--- src/inc/flash_seq_pkg.sv ---
// constants and types for the self-programming flash sequencer
package flash_seq_pkg;
  localparam int ADDR_W = 4;
  localparam logic [3:0] OFF_CONTROL = 4'h0;
  localparam logic [3:0] OFF_KEY = 4'h2;
  localparam logic [3:0] OFF_PAGE = 4'h4;
  localparam logic [3:0] OFF_TBL_LO = 4'h6;
  localparam logic [3:0] OFF_TBL_HI = 4'h8;
  localparam logic [3:0] OFF_ADDR = 4'ha;
  localparam logic [3:0] OFF_STATUS = 4'hc;
  localparam logic [3:0] OFF_SERPROG = 4'he;
  localparam int START_BIT = 15;
  localparam int ENABLE_BIT = 14;
  localparam int ERROR_BIT = 13;
  localparam int ERASE_BIT = 6;
  localparam logic [15:0] CONTROL_MASK = 16'he04f;
  localparam logic [15:0] CONTROL_RESET = 16'h0000;
  localparam logic [15:0] PAGE_RESET = 16'h0000;
  localparam logic [15:0] KEY_FIRST = 16'h0055;
  localparam logic [15:0] KEY_SECOND = 16'h00aa;
  localparam logic [3:0] OP_ROW_PROG = 4'h1;
  localparam logic [3:0] OP_PAGE_ERASE = 4'h2;
  localparam logic [3:0] OP_WORD_PROG = 4'h3;
  localparam logic [3:0] OP_BULK_ERASE = 4'hf;
  localparam int ROW_WORDS = 64;
  localparam int ROW_BYTES = 192;
  localparam int BLOCK_ROWS = 8;
  localparam int BLOCK_BYTES = 1536;
  localparam int ROW_IDX_W = 6;
  localparam int CLK_MHZ = 100;
  localparam int CYCLE_US = 4000;
  localparam int CYCLE_COUNT = CYCLE_US * CLK_MHZ;
  localparam int TBL_WRITE_CYCLES = 2;
  typedef enum logic [2:0] {
    FL_IDLE,
    FL_PROG_ROW,
    FL_PROG_WORD,
    FL_ERASE_PAGE,
    FL_ERASE_BULK
  } flash_op_t;
  typedef struct packed {
    logic valid;
    flash_op_t op;
    logic [23:0] addr;
  } flash_cmd_t;
endpackage : flash_seq_pkg

--- src/rtl/flash_seq.sv ---
// run-time self-programming flash sequencer: key unlock, control register, latches, timed cycle
`timescale 1ns/10ps
`default_nettype none
module flash_seq
  import flash_seq_pkg::*;
#(
  parameter int CYCLE_LEN = CYCLE_COUNT
)
(
  input wire logic clk_sys,
  input wire logic rstn,
  input wire logic por_n,
  input wire logic serprog_mode,
  input wire logic [ADDR_W-1:0] addr,
  input wire logic [15:0] wdata,
  input wire logic wr,
  input wire logic rd,
  output logic [15:0] rdata,
  output logic cpu_stall,
  output logic flash_cmd_valid,
  output logic [2:0] flash_cmd_op,
  output logic [23:0] flash_cmd_addr,
  output logic [15:0] flash_data_lo,
  output logic [7:0] flash_data_hi,
  output logic [ROW_IDX_W-1:0] flash_data_idx
);

  logic [15:0] control_reg;
  logic [15:0] page_reg;
  logic [1:0] key_state_reg;
  logic unlock_reg;
  logic [31:0] timer_reg;
  flash_op_t op_reg;
  logic [23:0] row_addr_reg;
  logic [15:0] latch_lo [ROW_WORDS];
  logic [7:0] latch_hi [ROW_WORDS];
  logic [15:0] eff_addr_reg;
  logic [1:0] tbl_busy_reg;
  logic [ROW_IDX_W-1:0] drain_idx_reg;
  logic serprog_s1, serprog_s2, serprog_s3, serprog_ok;

  // serial programming strap is asynchronous to the core clock
  always_ff @(posedge clk_sys)
  begin
    if (!rstn)
    begin
      serprog_s1 <= 1'b0;
      serprog_s2 <= 1'b0;
      serprog_s3 <= 1'b0;
      serprog_ok <= 1'b0;
    end
    else
    begin
      serprog_s1 <= serprog_mode;
      serprog_s2 <= serprog_s1;
      serprog_s3 <= serprog_s2;
      if (serprog_s2 == serprog_s3)
        serprog_ok <= serprog_s3;
    end
  end

  wire busy = control_reg[START_BIT];
  wire wr_ctrl = wr && (addr == OFF_CONTROL);
  wire wr_key = wr && (addr == OFF_KEY);
  wire [3:0] op_field = wdata[3:0];
  wire erase_sel = wdata[ERASE_BIT];

  // decode requested op from the value being written
  flash_op_t req_op;
  always_comb
  begin
    req_op = FL_IDLE;
    case (op_field)
      OP_ROW_PROG: req_op = erase_sel ? FL_IDLE : FL_PROG_ROW;
      OP_WORD_PROG: req_op = erase_sel ? FL_IDLE : FL_PROG_WORD;
      OP_PAGE_ERASE: req_op = erase_sel ? FL_ERASE_PAGE : FL_IDLE;
      OP_BULK_ERASE: req_op = (erase_sel && serprog_ok) ? FL_ERASE_BULK : FL_IDLE;
      default: req_op = FL_IDLE;
    endcase
  end

  wire start_req = wr_ctrl && wdata[START_BIT] && !busy;
  wire start_ok = start_req && unlock_reg && wdata[ENABLE_BIT] && (req_op != FL_IDLE);
  wire done = busy && (timer_reg == 32'h0000_0001);

  // key sequence: 55 then aa in back-to-back key writes
  always_ff @(posedge clk_sys)
  begin
    if (!rstn)
    begin
      key_state_reg <= 2'h0;
      unlock_reg <= 1'b0;
    end
    else
    begin
      unlock_reg <= 1'b0;
      if (wr_key && wdata == KEY_FIRST)
        key_state_reg <= 2'h1;
      else if (wr_key && wdata == KEY_SECOND && key_state_reg == 2'h1)
      begin
        key_state_reg <= 2'h0;
        unlock_reg <= 1'b1;
      end
      else if (wr || rd)
        key_state_reg <= 2'h0;
    end
  end

  // control register survives warm reset except the start and error bits of a running cycle; only por_n clears it
  always_ff @(posedge clk_sys)
  begin
    if (!por_n)
      control_reg <= CONTROL_RESET;
    else
    begin
      if (wr_ctrl && unlock_reg && !busy)
      begin
        control_reg[ENABLE_BIT] <= wdata[ENABLE_BIT];
        control_reg[ERASE_BIT] <= wdata[ERASE_BIT];
        control_reg[3:0] <= wdata[3:0];
      end
      if (start_ok)
      begin
        control_reg[START_BIT] <= 1'b1;
        control_reg[ERROR_BIT] <= 1'b0;
      end
      else if (start_req)
        control_reg[ERROR_BIT] <= 1'b1;
      else if (done)
        control_reg[START_BIT] <= 1'b0;
      else if (!rstn && busy)
      begin
        // warm reset mid-cycle aborts it: an improper termination
        control_reg[START_BIT] <= 1'b0;
        control_reg[ERROR_BIT] <= 1'b1;
      end
    end
  end

  // self-timed cycle with processor stall
  always_ff @(posedge clk_sys)
  begin
    if (!rstn)
    begin
      timer_reg <= 32'h0;
      op_reg <= FL_IDLE;
    end
    else if (start_ok)
    begin
      timer_reg <= 32'(CYCLE_LEN);
      op_reg <= req_op;
    end
    else if (timer_reg != 32'h0)
      timer_reg <= timer_reg - 32'h1;
  end

  always_ff @(posedge clk_sys)
  begin
    if (!rstn)
      page_reg <= PAGE_RESET;
    else if (wr && addr == OFF_PAGE)
      page_reg <= {8'h00, wdata[7:0]};
  end

  always_ff @(posedge clk_sys)
  begin
    if (!rstn)
      eff_addr_reg <= 16'h0;
    else if (wr && addr == OFF_ADDR)
      eff_addr_reg <= wdata;
  end

  // table write: latches only, two instruction cycles each
  wire [23:0] tbl_addr = {page_reg[7:0], eff_addr_reg[15:1], 1'b0};
  wire [ROW_IDX_W-1:0] word_idx = eff_addr_reg[ROW_IDX_W:1];
  // a load landing in the previous load's stall cycle is refused, as the core cannot issue it
  wire tbl_wr = wr && (addr == OFF_TBL_LO || addr == OFF_TBL_HI) && !busy && (tbl_busy_reg == 2'h0);
  always_ff @(posedge clk_sys)
  begin
    if (tbl_wr && addr == OFF_TBL_LO)
      latch_lo[word_idx] <= wdata;
    if (tbl_wr && addr == OFF_TBL_HI)
      latch_hi[word_idx] <= wdata[7:0];
  end

  always_ff @(posedge clk_sys)
  begin
    if (!rstn)
      tbl_busy_reg <= 2'h0;
    else if (tbl_wr)
      tbl_busy_reg <= 2'(TBL_WRITE_CYCLES - 1);
    else if (tbl_busy_reg != 2'h0)
      tbl_busy_reg <= tbl_busy_reg - 2'h1;
  end

  // row target remembered from the latch loads
  always_ff @(posedge clk_sys)
  begin
    if (!rstn)
      row_addr_reg <= 24'h0;
    else if (tbl_wr)
      row_addr_reg <= {tbl_addr[23:ROW_IDX_W+1], {(ROW_IDX_W+1){1'b0}}};
  end

  // command and data toward the flash array
  always_ff @(posedge clk_sys)
  begin
    if (!rstn)
    begin
      flash_cmd_valid <= 1'b0;
      flash_cmd_op <= 3'h0;
      flash_cmd_addr <= 24'h0;
      drain_idx_reg <= '0;
    end
    else
    begin
      flash_cmd_valid <= start_ok;
      if (start_ok)
      begin
        flash_cmd_op <= req_op;
        drain_idx_reg <= '0;
        case (req_op)
          FL_PROG_ROW: flash_cmd_addr <= row_addr_reg;
          FL_ERASE_PAGE: flash_cmd_addr <= {tbl_addr[23:ROW_IDX_W+4], {(ROW_IDX_W+4){1'b0}}};
          default: flash_cmd_addr <= tbl_addr;
        endcase
      end
      else if (busy && op_reg == FL_PROG_ROW)
        drain_idx_reg <= drain_idx_reg + 1'b1;
    end
  end

  always_ff @(posedge clk_sys)
  begin
    if (!rstn)
    begin
      flash_data_lo <= 16'h0;
      flash_data_hi <= 8'h0;
      flash_data_idx <= '0;
    end
    else
    begin
      flash_data_idx <= (op_reg == FL_PROG_WORD) ? word_idx : drain_idx_reg;
      flash_data_lo <= latch_lo[(op_reg == FL_PROG_WORD) ? word_idx : drain_idx_reg];
      flash_data_hi <= latch_hi[(op_reg == FL_PROG_WORD) ? word_idx : drain_idx_reg];
    end
  end

  always_ff @(posedge clk_sys)
  begin
    if (!rstn)
      cpu_stall <= 1'b0;
    else
      cpu_stall <= start_ok || (busy && !done) || tbl_wr;
  end

  // read port; key register reads zero
  always_ff @(posedge clk_sys)
  begin
    if (!rstn)
      rdata <= 16'h0;
    else if (!rd)
      rdata <= 16'h0;
    else if (addr == OFF_CONTROL)
      rdata <= control_reg & CONTROL_MASK;
    else if (addr == OFF_KEY)
      rdata <= 16'h0;
    else if (addr == OFF_PAGE)
      rdata <= page_reg;
    else if (addr == OFF_ADDR)
      rdata <= eff_addr_reg;
    else if (addr == OFF_STATUS)
      rdata <= {14'h0, serprog_ok, unlock_reg};
    else
      rdata <= 16'h0;
  end

endmodule : flash_seq
`default_nettype wire
--- config.mk ---
export PLATFORM = sky130hd
export DESIGN_NAME = flash_seq
export DESIGN_NICKNAME = d
export VERILOG_FILES = /design/src/inc/flash_seq_pkg.sv /design/src/rtl/flash_seq.sv
export SDC_FILE = /design/constraint.sdc
export NUM_CORES = 2
export LEC_CHECK = 0
export BUFFER_PORTS_ARGS = -buffer_cell sky130_fd_sc_hd__buf_2
export CAP_MARGIN = 20
export CELL_PAD_IN_SITES_DETAIL_PLACEMENT = 2
export CELL_PAD_IN_SITES_GLOBAL_PLACEMENT = 2
export CORE_UTILIZATION = 35
export DETAILED_ROUTE_END_ITERATION = 10
export PLACE_DENSITY_LB_ADDON = 0.25
export SYNTH_ARGS = -nofsm -noshare
export SYNTH_HDL_FRONTEND = slang
export SYNTH_SLANG_ARGS = --single-unit
--- constraint.sdc ---
create_clock -name clk_sys -period 6.1 [get_ports clk_sys]
set_clock_uncertainty 0.05 [all_clocks]
set_input_delay 1.22 -clock clk_sys [delete_from_list [all_inputs] [get_ports clk_sys]]
set_output_delay 1.22 -clock clk_sys [all_outputs]
set_load 0.005 [all_outputs]
==> flow_summary.yaml <==
status:
  status: "finished with violations"
  violations: "DRC"
critical_path:
  critical_path_class: "reg -> reg"
  path_max_fanout: 53
  cpLargestDelayFamily: "compound AO/OA/AOI/OAI gates"
  cp-end-kind: "flop"
  critPathLaunchType: "flop"
  path_buf_inv: 2
  critPathArrivalTime_ps: 5270
  worstPathRequired_ps: 6800
  max_stage_delay_ps: 880
  critPathSlowestCell: "a21oi_4"
  cp_cell_sequence: "or3b_2 > a21oi_4 > buf_12 > buf_4 > mux2i_1 > a32oi_1 > a31oi_1 > nor3_1 > a22o_1"
pwr:
  ir_drop_v: 0.000317
  p_leak_nw: 25.8
  cellInternalPower_mw: 19.8
  clkPwrFrac: 0.444
  p_sw_frac: 0.224
  p_sw_mw: 5.71
  power_frac_seq: 0.507
  power_density_mw_per_mm2: 333
  total_power_mw: 25.5
  p_comb_frac: 0.049
timing:
  tightest_slew_ps: 1160
  setup-tns-final_ps: 0
  finalCritPeriodShare: 0.749
  min_period_ps: 4570
  final-max-slew-violation-count: 0
  slew_headroom: 0.223
  grt_setup_unrepaired: "no"
  clock.fmax_mhz: 219
  hold_viol: 0
  setup_viol: 0
cts:
  cts_root_buffer: "clkbuf_16"
  clockBufferDepth: 3
  htreeDepth: 4
  path_clk_slew_ps: 60
  cts_resized: 0
  cts-hold-fix-buffers: 0
  post_cts_buffers: 0
  clock_sinks: 1705
  cts_buffers: 187
  cts_tree: "yes"
  clk_latency_ps: 820
cells_and_area:
  utilization: 0.408
  largest_reg_flops: 1024
  layout-drive-gt1-share: 0.120
  stdcell_area_mm2: 0.0766
  instances_no_fill: 7801
  most-common-layout-cells: "edfxtp_1 (1536), nand2_1 (1284), nand3_1 (361)"
  fin_nets: 5176
  syn2layout_area_growth_pct: 15.8
  final_common_cell: "edfxtp_1"
placed_design:
  dp.cells: 7447
  gp_congestion: 0.791
  dpl.hpwl_mm: 142
  placed_cell_area_mm2: 0.0704
  portBuffers: 99
logic_synthesis:
  ys_async_sr_fraction: 0
  ys.flop_type: "edfxtp_1"
  yosys.area.top_type: "edfxtp_1"
  syn-num-nets: 5023
  yosysWarnings: 0
  syn_inst: 4992
  ys_types: 58
  synth_edf_count: 1536
  synth.cell_area_mm2: 0.0661
  synth_top_area_share: 0.697
  synth_seq_cells: 1705
  seq_area_frac_synth: 0.749
  syn_area_per_cell_um2: 13.2
  synthTopCellsByArea: "edfxtp_1 (70%), nand2_1 (7.3%), dfxtp_1 (5.1%), mux2i_1 (2.8%), nand3_1 (2.7%)"
grt:
  grt_pass1_vias: 46600
  track_usage: 0.243
  antenna_found_initial: 23
  grt_max_degree: 102
  grt_first_pass_wirelength_mm: 335
  overflow: 0
hold_path:
  hp-class: "reg -> reg"
floorplan:
  core_region_area_mm2: 0.188
  fp-row-count: 159
  start_util: 0.352
  ios: 101
  fp.dieW_um: 437
  die_y_um: 437
  die-area_mm2: 0.191
detailed_routing:
  antenna_left: 0
  wl_mm: 234
  drc: 4
  wl_per_cell_um: 30.0
  avgViaCountPerCell: 5.56
  drtIter0Drc: 3477
  vias: 43300
  drt-pass1-iter-count: 11
job:
  cap_violations: 0
[layout make-up]
cell class,count,area [um2]
Inverter,20,75.1
Multi-Input combinational cell,2946,15500
Tap cell,2495,3120
Fill cell,18700,111000
Antenna cell,11,27.5
Sequential cell,1705,49500
Clock buffer,245,5240
Clock inverter,94,812
Timing Repair Buffer,285,2270
[power groups by stage]
stage,clock network [mW],logic [mW],registers [mW]
floorplan,0,0.813,13.1
global placement,0,1.22,13.2
detailed placement,0,1.26,13.2
CTS,11.5,1.26,12.9
global route,11.9,1.38,12.9
finish,11.3,1.24,12.9
[cell usage after synthesis (all sizes together), types with 20 or more instances]
| library cell | n |
|---|---|
| nand3 | 361 |
| a211oi | 23 |
| a21oi | 153 |
| clkbuf | 259 |
| nand2 | 1287 |
| a22o | 26 |
| edfxtp | 1536 |
| a32oi | 191 |
| buf | 62 |
| nor3 | 71 |
| a31oi | 195 |
| dfxtp | 169 |
| inv | 20 |
| nor2 | 284 |
| mux2i | 185 |
[worst reg2reg max path: stages (launching register included)]
cell,delay [ps]
dfxtp_1,420
or3b_2,720
a21oi_4,880
buf_12,380
buf_4,370
mux2i_1,140
a32oi_1,260
a31oi_1,140
nor3_1,830
a22o_1,310
[worst paths after layout]
path         slack, ps                     endpoint                    startpoint  depth (start not counted)
max               1530  flash_data_lo[9]$_SDFF_PN0_  flash_cmd_op[1]$_SDFFE_PN0P_                          9
min                390        serprog_s2$_SDFF_PN0_         serprog_s1$_SDFF_PN0_                          1
min reg2reg        390        serprog_s2$_SDFF_PN0_         serprog_s1$_SDFF_PN0_                          1
max reg2reg       1530  flash_data_lo[9]$_SDFF_PN0_  flash_cmd_op[1]$_SDFFE_PN0P_                          9
[logic make-up after synthesis]
group,count (synthesis),share of synthesized area
compound gates,625,0.0654
xor+xnor,32,0.00424
fa+ha+maj,5,0.000946
buf+inv,341,0.0204
flops,1705,0.749
mux,185,0.0280
other cells,1,0.0000567
simple gates,2098,0.132
[layer usage]
| metal | vias up | global-route usage | routed length (um) |
|---|---|---|---|
| met5 | - | 0 | 92 |
| met1 | 23100 | 0.315 | 98500 |
| met4 | 14 | 0.0958 | 9570 |
| li1 | 18800 | - | - |
| met2 | 1080 | 0.407 | 114000 |
| met3 | 355 | 0.0360 | 11500 |
[stage by stage]
step                hold WS [ps]  setup WS [ps]
floorplan                    362           2170
global placement             384           1190
detailed placement           384           1240
CTS                          399           1510
global route                 438           1290
finish                       389           1530
Note: power is estimated with default switching activity, not from simulation.
